## src/dpm_consts.vh

```
// Constants for the diagnostic probe pin multiplexer.
// Assumes inclusion by bare name from the design files under src/.
`ifndef DPM_CONSTS_VH
`define DPM_CONSTS_VH
// Width of one probe node selector, in bits.
`define DPM_SEL_W 6
// Number of internal nodes that can be probed.
`define DPM_NODES 64
// Length of the selector shift frame: two selectors plus a lock bit.
`define DPM_FRAME_W 13
// Bit position of the permanent probe-lock bit in the shift frame.
`define DPM_LOCK_BIT 12
// Field positions of the two selectors in the shift frame.
`define DPM_SEL_A_LSB 0
`define DPM_SEL_B_LSB 6
// Reset value of the selectors.
`define DPM_SEL_RST 6'h00
// I/O buffer configuration codes.
`define DPM_IO_INPUT 2'h0
`define DPM_IO_OUTPUT 2'h1
`define DPM_IO_TRISTATE 2'h2
`define DPM_IO_BIDIR 2'h3
`endif

```

## src/dpm_probe_mux.v

```verilog
// Diagnostic probe pin multiplexer: four multifunction pins and the global clock pin.
// Assumes the mode pin and all pins arrive asynchronously to CORE_CLK; pins are
// resolved outside from their out and oe signals.
`timescale 1ns/1ps
// The shared constants are needed before the parameter defaults below.
`include "dpm_consts.vh"
module dpm_probe_mux #(
  parameter SEL_W = `DPM_SEL_W,
  parameter NODES = `DPM_NODES
) (
  input wire CORE_CLK,
  input wire RST,
  input wire MODE_SELECT,
  input wire [NODES-1:0] PROBE_NODES,
  input wire GCLK_AS_IO,
  input wire GCLK_PIN_IN,
  output reg GCLK_BUF,
  output wire GCLK_PIN_OUT,
  output wire GCLK_PIN_OE,
  output wire GCLK_CORE_IN,
  input wire [1:0] GCLK_IO_MODE,
  input wire GCLK_CORE_OUT,
  input wire GCLK_CORE_OE,
  input wire [7:0] USER_IO_MODE,
  input wire [3:0] USER_CORE_OUT,
  input wire [3:0] USER_CORE_OE,
  output reg [3:0] USER_CORE_IN,
  input wire [3:0] PIN_IN,
  output reg [3:0] PIN_OUT,
  output reg [3:0] PIN_OE,
  output reg PROBE_LOCKED,
  output reg [SEL_W-1:0] SEL_A,
  output reg [SEL_W-1:0] SEL_B
);
  // Pin index: 0 diag_clock_in, 1 diag_serial_in, 2 probe_out_a, 3 probe_out_b.
  // Two operating states: plain user I/O, or the diagnostic roles on the four pins.
  localparam ST_IO = 1'b0;
  localparam ST_DIAG = 1'b1;

  // Synchroniser stages for the mode pin and the two diagnostic pins.
  reg mode_meta;
  reg mode_sync;
  reg [1:0] diag_clock_in_meta;
  reg [1:0] diag_clock_in_sync;
  reg diag_clock_in_prev;
  // Selector shift frame, its bit counter and the operating state.
  reg [`DPM_FRAME_W-1:0] shift;
  reg [3:0] bit_cnt;
  reg state;
  reg next_state;
  // Two stages for the probed nodes, which come from logic on other clocks.
  reg [NODES-1:0] node_meta;
  reg [NODES-1:0] node_sync;
  // First stage for the global clock pin.
  reg gclk_meta;
  // Rise strobe of the diagnostic clock and the outputs of the four user buffers.
  wire diag_clock_in_rise;
  wire [3:0] buf_out;
  wire [3:0] buf_oe;
  wire [3:0] buf_in;

  // Picks one node out of the probe bus.
  // Both probes share it, so the two outputs decode a selector the same way.
  function node_pick;
    input [NODES-1:0] nodes;
    input [SEL_W-1:0] sel;
    begin
      node_pick = nodes[sel];
    end
  endfunction

  // Mode pin, diagnostic clock, serial input and probed nodes pass two flip-flops each.
  // The serial bit travels beside the clock through the same stages; the station holds
  // it steady for many core cycles around each rise, so the pair arrives consistent.
  // Each node is probed as a single bit, so no node word has to arrive coherent.
  always @(posedge CORE_CLK) begin
    if (RST) begin
      mode_meta <= 1'b0;
      mode_sync <= 1'b0;
      diag_clock_in_meta <= 2'b00;
      diag_clock_in_sync <= 2'b00;
      diag_clock_in_prev <= 1'b0;
      node_meta <= {NODES{1'b0}};
      node_sync <= {NODES{1'b0}};
    end else begin
      mode_meta <= MODE_SELECT;
      mode_sync <= mode_meta;
      diag_clock_in_meta <= PIN_IN[1:0];
      diag_clock_in_sync <= diag_clock_in_meta;
      diag_clock_in_prev <= diag_clock_in_sync[0];
      node_meta <= PROBE_NODES;
      node_sync <= node_meta;
    end
  end

  // A rise is the synchronised level high after a low one. Both stages reset low,
  // the idle level of the clock pin, so no false rise follows reset.
  assign diag_clock_in_rise = diag_clock_in_sync[0] & ~diag_clock_in_prev;

  // Mode state follows the synchronised mode pin.
  // One more stage gives every process below the same settled view of the mode,
  // so pins and shifting switch roles on the same edge.
  always @* begin
    next_state = mode_sync ? ST_DIAG : ST_IO;
  end

  // Selector shifting and permanent lock. The frame comes in lowest bit first; at the
  // last rise the first twelve bits sit in shift[12:1] and the lock bit is the live one.
  // The lock can only be set, so a later frame can move the selectors but never
  // bring a node back onto a probe pin. Dropping mode-select restarts the bit count,
  // so a cut frame never mixes with the next one.
  always @(posedge CORE_CLK) begin
    if (RST) begin
      state <= ST_IO;
      shift <= {`DPM_FRAME_W{1'b0}};
      bit_cnt <= 4'h0;
      SEL_A <= `DPM_SEL_RST;
      SEL_B <= `DPM_SEL_RST;
      PROBE_LOCKED <= 1'b0;
    end else begin
      state <= next_state;
      case (state)
        ST_DIAG: begin
          if (diag_clock_in_rise) begin
            shift <= {diag_clock_in_sync[1], shift[`DPM_FRAME_W-1:1]};
            if (bit_cnt == `DPM_FRAME_W - 1) begin
              bit_cnt <= 4'h0;
              SEL_A <= shift[`DPM_SEL_A_LSB+SEL_W:`DPM_SEL_A_LSB+1];
              SEL_B <= shift[`DPM_SEL_B_LSB+SEL_W:`DPM_SEL_B_LSB+1];
              if (diag_clock_in_sync[1])
                PROBE_LOCKED <= 1'b1;
            end else begin
              bit_cnt <= bit_cnt + 4'h1;
            end
          end
        end
        ST_IO: begin
          bit_cnt <= 4'h0; // Leaving diagnostic mode aborts a partial frame.
        end
        default: bit_cnt <= 4'h0;
      endcase
    end
  end

  // One user buffer per multifunction pin. They run all the time, so a pin handed
  // back to the user when mode-select falls already carries a settled level
  // and drive.
  genvar g;
  generate
    for (g = 0; g < 4; g = g + 1) begin : pin_buf
      dpm_io_buffer u_buf (
        .clk(CORE_CLK),
        .rst(RST),
        .mode(USER_IO_MODE[2*g+1:2*g]),
        .core_out(USER_CORE_OUT[g]),
        .core_oe(USER_CORE_OE[g]),
        .pin_in(PIN_IN[g]),
        .pin_out(buf_out[g]),
        .pin_oe(buf_oe[g]),
        .core_in(buf_in[g])
      );
    end
  endgenerate

  // Pins take the special role in diagnostic mode, else the user buffers.
  // In diagnostic mode the clock and serial pins are released for the station,
  // and the probe pins drive always, low once the lock is set.
  always @(posedge CORE_CLK) begin
    if (RST) begin
      PIN_OUT <= 4'h0;
      PIN_OE <= 4'h0;
      USER_CORE_IN <= 4'h0;
    end else if (state == ST_DIAG) begin
      PIN_OUT[1:0] <= 2'b00;
      PIN_OE[1:0] <= 2'b00;
      PIN_OUT[2] <= ~PROBE_LOCKED & node_pick(node_sync, SEL_A);
      PIN_OUT[3] <= ~PROBE_LOCKED & node_pick(node_sync, SEL_B);
      PIN_OE[3:2] <= 2'b11;
      USER_CORE_IN <= 4'h0;
    end else begin
      PIN_OUT <= buf_out;
      PIN_OE <= buf_oe;
      USER_CORE_IN <= buf_in;
    end
  end

  // The global clock pin has its own buffer; as a plain clock input it never
  // drives, so a clock source on the pin cannot be fought. Its drive enable is
  // only honoured while the pin is configured as a user I/O.
  dpm_io_buffer u_gclk (
    .clk(CORE_CLK),
    .rst(RST),
    .mode(GCLK_AS_IO ? GCLK_IO_MODE : `DPM_IO_INPUT),
    .core_out(GCLK_CORE_OUT),
    .core_oe(GCLK_CORE_OE & GCLK_AS_IO),
    .pin_in(GCLK_PIN_IN),
    .pin_out(GCLK_PIN_OUT),
    .pin_oe(GCLK_PIN_OE),
    .core_in(GCLK_CORE_IN)
  );

  // Buffered global clock toward the logic; held low when the pin is a user I/O.
  // The pin is an outside level, so it passes two stages before the logic sees it;
  // the second stage is the buffered clock itself.
  always @(posedge CORE_CLK) begin
    if (RST) begin
      gclk_meta <= 1'b0;
      GCLK_BUF <= 1'b0;
    end else begin
      gclk_meta <= GCLK_PIN_IN;
      GCLK_BUF <= gclk_meta & ~GCLK_AS_IO;
    end
  end
endmodule

```

## src/dpm_io_buffer.v

```verilog
// One configurable user I/O buffer: input, output, three-state or bidirectional.
// Assumes the pin level is resolved outside from out and oe.
`timescale 1ns/1ps
module dpm_io_buffer (
  input wire clk,
  input wire rst,
  input wire [1:0] mode,
  input wire core_out,
  input wire core_oe,
  input wire pin_in,
  output reg pin_out,
  output reg pin_oe,
  output reg core_in
);
  reg pin_meta;
  reg pin_sync;

`include "dpm_consts.vh"

  // Two flip-flops bring the pin level into the core clock domain.
  always @(posedge clk) begin
    if (rst) begin
      pin_meta <= 1'b0;
      pin_sync <= 1'b0;
    end else begin
      pin_meta <= pin_in;
      pin_sync <= pin_meta;
    end
  end

  // Enable and core input follow the configured buffer type; the drive level is always core_out.
  always @(posedge clk) begin
    if (rst) begin
      pin_out <= 1'b0;
      pin_oe <= 1'b0;
      core_in <= 1'b0;
    end else begin
      pin_out <= core_out;
      core_in <= (mode == `DPM_IO_OUTPUT) ? 1'b0 : pin_sync;
      case (mode)
        `DPM_IO_INPUT: pin_oe <= 1'b0;
        `DPM_IO_OUTPUT: pin_oe <= 1'b1;
        `DPM_IO_TRISTATE: pin_oe <= core_oe;
        `DPM_IO_BIDIR: pin_oe <= core_oe;
        default: pin_oe <= 1'b0;
      endcase
    end
  end
endmodule

```

## config.mk

```make
export PLATFORM = sky130hd
export DESIGN_NAME = dpm_probe_mux
export DESIGN_NICKNAME = d
export VERILOG_FILES = /design/src/dpm_probe_mux.v /design/src/dpm_io_buffer.v
export VERILOG_INCLUDE_DIRS = /design/src /design/src/src
export SDC_FILE = /design/constraint.sdc
export NUM_CORES = 1
export LEC_CHECK = 0
export ABC_CLOCK_PERIOD_IN_PS = 2500
export BUFFER_PORTS_ARGS = -buffer_cell sky130_fd_sc_hd__buf_4
export CORE_ASPECT_RATIO = 1.75
export CORE_MARGIN = 5
export CORE_UTILIZATION = 55
export DETAILED_ROUTE_END_ITERATION = 8
export PLACE_DENSITY = 0.8
export SLEW_MARGIN = 15
export SYNTH_ARGS = -nofsm -noshare
export SYNTH_HDL_FRONTEND = slang
export SYNTH_SLANG_ARGS = --single-unit
```

## constraint.sdc

```tcl
create_clock -name CORE_CLK -period 2.5 [get_ports CORE_CLK]
set_clock_uncertainty 0.05 [all_clocks]
set_input_delay 0 -clock CORE_CLK [delete_from_list [all_inputs] [get_ports CORE_CLK]]
set_output_delay 0 -clock CORE_CLK [all_outputs]
set_load 0.01 [all_outputs]
```

==> results.sh, run 1 <==
export IMPL_dr_pass1_iters=4
export IMPL_portBuffers=121
export IMPL_post_route_period_util=0.897
export IMPL_cts_setup_buffers=0
export IMPL_h_tree_depth=4
export IMPL_use_met3=0.0409
export IMPL_rrSetupSlack_ps=260
export IMPL_antenna_found_initial=0
export IMPL_io_pin_count=122
export IMPL_rows=54
export IMPL_multi_input_area_sq_mm=0.00268
export IMPL_switching_share=0.225
export IMPL_required_ps=2740
export IMPL_ys_seq_area_frac=0.581
export IMPL_place_gp_congestion=0.871
export IMPL_core_area_sq_mm=0.0124
export IMPL_fillers=735
export IMPL_power_density_mw_per_mm2=686
export IMPL_layout_common_cells="dfxtp_1 (198), nor2b_1 (158), buf_4 (134)"
export IMPL_crit_fanout=19
export IMPL_synthArstFlopShare=0
export IMPL_cts_tree="yes"
export IMPL_ctsLongestPathBuffers=2
export IMPL_path_clk_slew_ps=80
export IMPL_dp_cells=873
export IMPL_grtUsageMet2=0.447
export IMPL_die_y_um=158
export IMPL_syn_nets=705
export IMPL_hpwl_um=10300
export IMPL_crit_arrival_ps=2480
export IMPL_ant_nets=0
export IMPL_layout_commonest_cell="dfxtp_1"
export IMPL_max_freq_mhz=446
export IMPL_final_nets=914
export IMPL_power_w=0.00648
export IMPL_synth_edf_count=0
export IMPL_p_leak_nw=3.79
export IMPL_avgRoutedWirePerCell_um=16.8
export IMPL_avgSynthCellArea_sq_um=11.2
export IMPL_grt_overflow_total=0
export IMPL_die_area_sq_mm=0.0149
export IMPL_viasPerCell=5.10
export IMPL_p_switching_w=0.00146
export IMPL_synth_distinct_cells=40
export IMPL_critPathCaptureType="flop"
export IMPL_synthCells=610
export IMPL_top_usage_layer="met2"
export IMPL_clockPowerShare=0.413
export IMPL_cts_buffers=17
export IMPL_path_class="reg -> reg"
export IMPL_start_kind="flop"
export IMPL_final_max_slew_violation_count=0
export IMPL_setup_violations_final=0
export IMPL_finalHoldViolCount=0
export IMPL_netlist_area_sq_mm=0.00685
export IMPL_grt_util_met1=0.234
export IMPL_grt_pass1_wl_um=26400
export IMPL_grt_usage=0.236
export IMPL_fp_dieW_um=94.4
export IMPL_num_antenna_cells=0
export IMPL_drv_cap=0
export IMPL_cts_sinks=199
export IMPL_crit_slowest_cell="or4_1"
export IMPL_yosys_warnings=0
export IMPL_grt_max_degree=105
export IMPL_finalNonFillerCells=1000
export IMPL_status="complete, no violations"
export IMPL_combPwrFrac=0.070
export IMPL_finalSetupTns_ps=0
export IMPL_grt_pass1_vias=5332
export IMPL_p_seq_frac=0.517
export IMPL_postRouteWirelength_um=16800
export IMPL_slew_limit_headroom=0.365
export IMPL_period_minus_slack_ps=2240
export IMPL_drive_gt1_frac=0.237
export IMPL_synth_ff_latch_count=199
export IMPL_drt_initial_drc_count=269
export IMPL_hp_class="in -> reg"
export IMPL_vias=5103
export IMPL_drcViolationCount=0
export IMPL_synth_flop_cell="dfxtp_1"
export IMPL_irDropWorstVdd_mv=0.485
export IMPL_insertion_delay_ps=430
export IMPL_worst_slew_pin_slew_ps=952
export IMPL_cts_root_buf="clkbuf_16"
export IMPL_cp_cell_sequence="buf_4 -> mux4_2 -> mux2i_1 -> a211oi_1 -> or4_1"
export IMPL_seqCellArea_sq_mm=0.00399
export IMPL_start_util=0.554
export IMPL_internal_power_w=0.00502
export IMPL_max_stage_delay_ps=550
export IMPL_rsz0062_at_grt="false"
export IMPL_final_util=0.763
export IMPL_synthToLayoutAreaGrowth_pct=37.7
## final cells by class
type	instances	share of cell area
sequential	199	0.422
multi-input combinational	369	0.284
timing repair buffer	229	0.207
clock buffer	18	0.0455
tap	168	0.0223
clock inverter	14	0.0170
inverter	3	0.00119
## layer usage
metal / vias to the layer above / share of wire
li1: 2439 / -
met1: 2431 / 0.33
met2: 186 / 0.58
met3: 47 / 0.045
met4: 0 / 0.045
met5: - / 0
## critical path, delay by kind of cell, from the launching register on
kind                   cells  cell delay (ps)
flip-flops                 1              420
multiplexers               2              690
buffers and inverters      1              290
AO/OA/AOI/OAI              1              100
AND/OR/NAND/NOR            1              550
## sequential cells by signal (all words and copies together), names as in the netlist, 4 cells and up
name,flops
SEL_B,6
shift,12
node_sync,64
pin_buf.u_buf.pin_oe,4
SEL_A,6
USER_CORE_IN,4
PIN_OUT,4
pin_buf.u_buf.core_in,4
node_meta,64
bit_cnt,4
pin_buf.u_buf.pin_out,4
PIN_OE,4
## metrics by stage
stage | worst slack [ps] | hold WS (ps) | instance area [sq um]
2_1_floorplan | 255 | 21.6 | 6850
3_3_place_gp | 160 | 128 | 7890
3_5_place_dp | 50.2 | 145 | 7890
4_1_cts | 40.0 | 16.6 | 9430
5_1_grt | 113 | 58.2 | 9430
6_report | 257 | 43.1 | 9430
## cell usage after synthesis, drive strengths merged (3+ instances only)
cell / count / area [sq um]
and2: 9 / 56.3
mux4: 29 / 668
nor2b: 158 / 988
a211oi: 4 / 35.0
inv: 3 / 11.3
o21ai: 3 / 15.0
nand2: 54 / 203
mux2i: 12 / 120
dfxtp: 199 / 3980
nor2: 19 / 71.3
nand4: 3 / 18.8
a22oi: 4 / 30.0
nor3b: 7 / 52.6
nand3b: 4 / 30.0
nand2b: 4 / 25.0
a21oi: 34 / 170
nand3: 5 / 25.0
buf: 10 / 66.3
mux2: 3 / 33.8
clkbuf: 29 / 109
## cell families (layout without fill, tap and decap cells)
logic type	Yosys count	after routing	share of synthesized area
compound gates	54	54	0.0475
flops	199	199	0.581
simple gates	269	269	0.220
buf+inv	42	264	0.0272
fa+ha+maj	2	2	0.00365
mux	44	44	0.120
## final timing paths
check | cells after the start | end | start
setup reg to reg | 5 | PIN_OUT[2] | SEL_A[1]
setup / recovery | 5 | PIN_OUT[2] | SEL_A[1]
hold / removal | 3 | PIN_OUT[1] | RST
hold reg to reg | 1 | USER_CORE_IN[1] | pin_buf[1].u_buf.core_in
## power by group through the flow
stage | combinational [W] | clock [W] | sequential [W]
6_report | 0.000453 | 0.00268 | 0.00335
5_1_grt | 0.000489 | 0.00287 | 0.00335
4_1_cts | 0.000438 | 0.00270 | 0.00334
3_5_place_dp | 0.000317 | 0 | 0.00342
3_3_place_gp | 0.000307 | 0 | 0.00341
2_1_floorplan | 0.000164 | 0 | 0.00339
## timing repair
item | CTS | global route
gates resized for setup | 0 | 1
endpoints found under the setup margin | 0 | 1
hold buffers | 95 | 0
hold endpoints to repair | 86 | 0
Power figures use the tool's default switching activity.
==> run 2: changes to the inputs <==
--- a/config.mk
+++ b/config.mk
@@ -12,7 +12,7 @@
 export CORE_MARGIN = 5
 export CORE_UTILIZATION = 55
 export DETAILED_ROUTE_END_ITERATION = 8
-export PLACE_DENSITY = 0.8
+export PLACE_DENSITY = 0.82
 export SLEW_MARGIN = 15
 export SYNTH_ARGS = -nofsm -noshare
 export SYNTH_HDL_FRONTEND = slang
==> run 2 against run 1 <==
Compared with the run above:
- first-iteration DRC count increased by 4.5%
- die area stayed put
- routed wire length shrank 0.12%
- via count up 1.0%
- global-route usage barely moved
- hold slack better by 77 ps
- cell count is 0.60% higher
- critical path type unchanged
- power up 0.63%
- sequential share of layout area is 0.30 points lower
- fmax barely moved
- core utilization grew 0.55 points
- clock-buffer cell count did not move
==> results.sh, run 2 (synthesized netlist as in run 1, its figures left out) <==
export IMPL_grt_usage=0.236
export IMPL_worst_slew_pin_slew_ps=712
export IMPL_required_ps=2750
export IMPL_drv_cap=0
export IMPL_drcViolationCount=0
export IMPL_rows=54
export IMPL_synthToLayoutAreaGrowth_pct=38.7
export IMPL_cts_root_buf="clkbuf_16"
export IMPL_place_gp_congestion=0.893
export IMPL_hpwl_um=10200
export IMPL_finalSetupTns_ps=0
export IMPL_antenna_found_initial=0
export IMPL_cts_buffers=17
export IMPL_critPathCaptureType="flop"
export IMPL_portBuffers=121
export IMPL_period_minus_slack_ps=2240
export IMPL_core_area_sq_mm=0.0124
export IMPL_viasPerCell=5.12
export IMPL_die_area_sq_mm=0.0149
export IMPL_fp_dieW_um=94.4
export IMPL_slew_limit_headroom=0.525
export IMPL_final_nets=920
export IMPL_final_max_slew_violation_count=0
export IMPL_p_leak_nw=3.82
export IMPL_avgRoutedWirePerCell_um=16.7
export IMPL_finalHoldViolCount=0
export IMPL_ctsLongestPathBuffers=2
export IMPL_hp_class="in -> reg"
export IMPL_drive_gt1_frac=0.235
export IMPL_power_density_mw_per_mm2=686
export IMPL_path_clk_slew_ps=70
export IMPL_worstHoldStart="RST"
export IMPL_io_pin_count=122
export IMPL_seqCellArea_sq_mm=0.00399
export IMPL_r2r_start="SEL_A[1]"
export IMPL_whs_path_depth=5
export IMPL_irDropWorstVdd_mv=0.508
export IMPL_crit_fanout=15
export IMPL_setup_violations_final=0
export IMPL_grt_pass1_vias=5459
export IMPL_cts_setup_buffers=0
export IMPL_status="complete, no violations"
export IMPL_max_freq_mhz=446
export IMPL_start_util=0.554
export IMPL_reg2reg_to="PIN_OUT[2]"
export IMPL_cts_tree="yes"
export IMPL_dr_pass1_iters=5
export IMPL_rrSetupSlack_ps=260
export IMPL_h_tree_depth=4
export IMPL_multi_input_area_sq_mm=0.00268
export IMPL_path_class="reg -> reg"
export IMPL_crit_arrival_ps=2490
export IMPL_setup_slack_ps=257
export IMPL_top_regs="node_meta (64), node_sync (64), shift (12)"
export IMPL_postRouteWirelength_um=16800
export IMPL_cts_sinks=199
export IMPL_final_cell_area_sq_mm=0.00950
export IMPL_vias=5155
export IMPL_pre_cts_ws_ps=94.3
export IMPL_layout_commonest_cell="dfxtp_1"
export IMPL_ant_nets=0
export IMPL_grt_pass1_wl_um=26500
export IMPL_start_kind="flop"
export IMPL_rsz0062_at_grt="false"
export IMPL_grt_overflow_total=0
export IMPL_whs_endpoint="PIN_OUT[3]"
export IMPL_r2r_cells=6
export IMPL_layout_common_cells="dfxtp_1 (198), nor2b_1 (158), buf_4 (134)"
export IMPL_die_y_um=158
export IMPL_insertion_delay_ps=420
export IMPL_placed_area_sq_mm=0.00789
export IMPL_num_antenna_cells=0
export IMPL_post_route_period_util=0.897
export IMPL_fillers=732
export IMPL_drt_initial_drc_count=281
export IMPL_power_w=0.00652
export IMPL_grt_max_degree=82
run 2: metal layers:
layer | up-vias | wire length, um | track usage
met1 | 2458 | 5440 | 0.224
li1 | 2448 | - | -
met4 | 0 | 794 | 0.136
met5 | - | 0 | 0
met2 | 195 | 9820 | 0.463
met3 | 54 | 723 | 0.0385
run 2: power breakdown:
group / leakage, nW / internal [W] / switching, W
Clock: 0.288 / 0.00150 / 0.00120
Combinational: 1.89 / 0.000304 / 0.000156
Sequential: 1.64 / 0.00329 / 0.0000531
run 2: final cells by class:
class / count / share of cell area
well taps: 168 / 0.0221
multi-input cells: 369 / 0.282
clock buffers: 18 / 0.0452
flip-flops and latches: 199 / 0.419
inverters: 3 / 0.00119
repair buffers: 235 / 0.212
clock inverters: 14 / 0.0176
run 2: how the worst max path moves through the flow:
| stage | slack (ps) | depth (start not counted) | end | from |
|---|---|---|---|---|
| 6_report | 260 | 6 | PIN_OUT[2] | SEL_A[1] |
| 5_1_grt | 100 | 6 | PIN_OUT[2] | SEL_A[1] |
| 4_1_cts | 60 | 6 | PIN_OUT[2] | SEL_A[0] |
| 3_5_place_dp | 90 | 6 | PIN_OUT[2] | SEL_A[0] |
| 3_3_place_gp | 160 | 6 | PIN_OUT[2] | SEL_A[0] |
| 2_1_floorplan | 250 | 5 | PIN_OUT[2] | SEL_A[1] |
run 2: per-stage QoR:
step                      hold slack, ps  utilization  std cells
after global placement               138        0.638        873
final                                120        0.768       1006
after global routing                 140        0.768       1006
after floorplan                     21.6            -        610
after CTS                            107        0.768       1006
after detailed placement             149        0.638        873
run 2: repair_timing:
item | in CTS | in global routing
resized for setup | 0 | 1
hold endpoints to repair | 86 | 0
hold buffers | 101 | 0
setup endpoints to repair | 0 | 1
run 2: critical path: stages, from the launching register on:
cell and delay (ps):
dfxtp_1 580, buf_4 290, mux4_1 300, mux2_2 280, nand3_1 80, nand3_1 80
or4_1 460
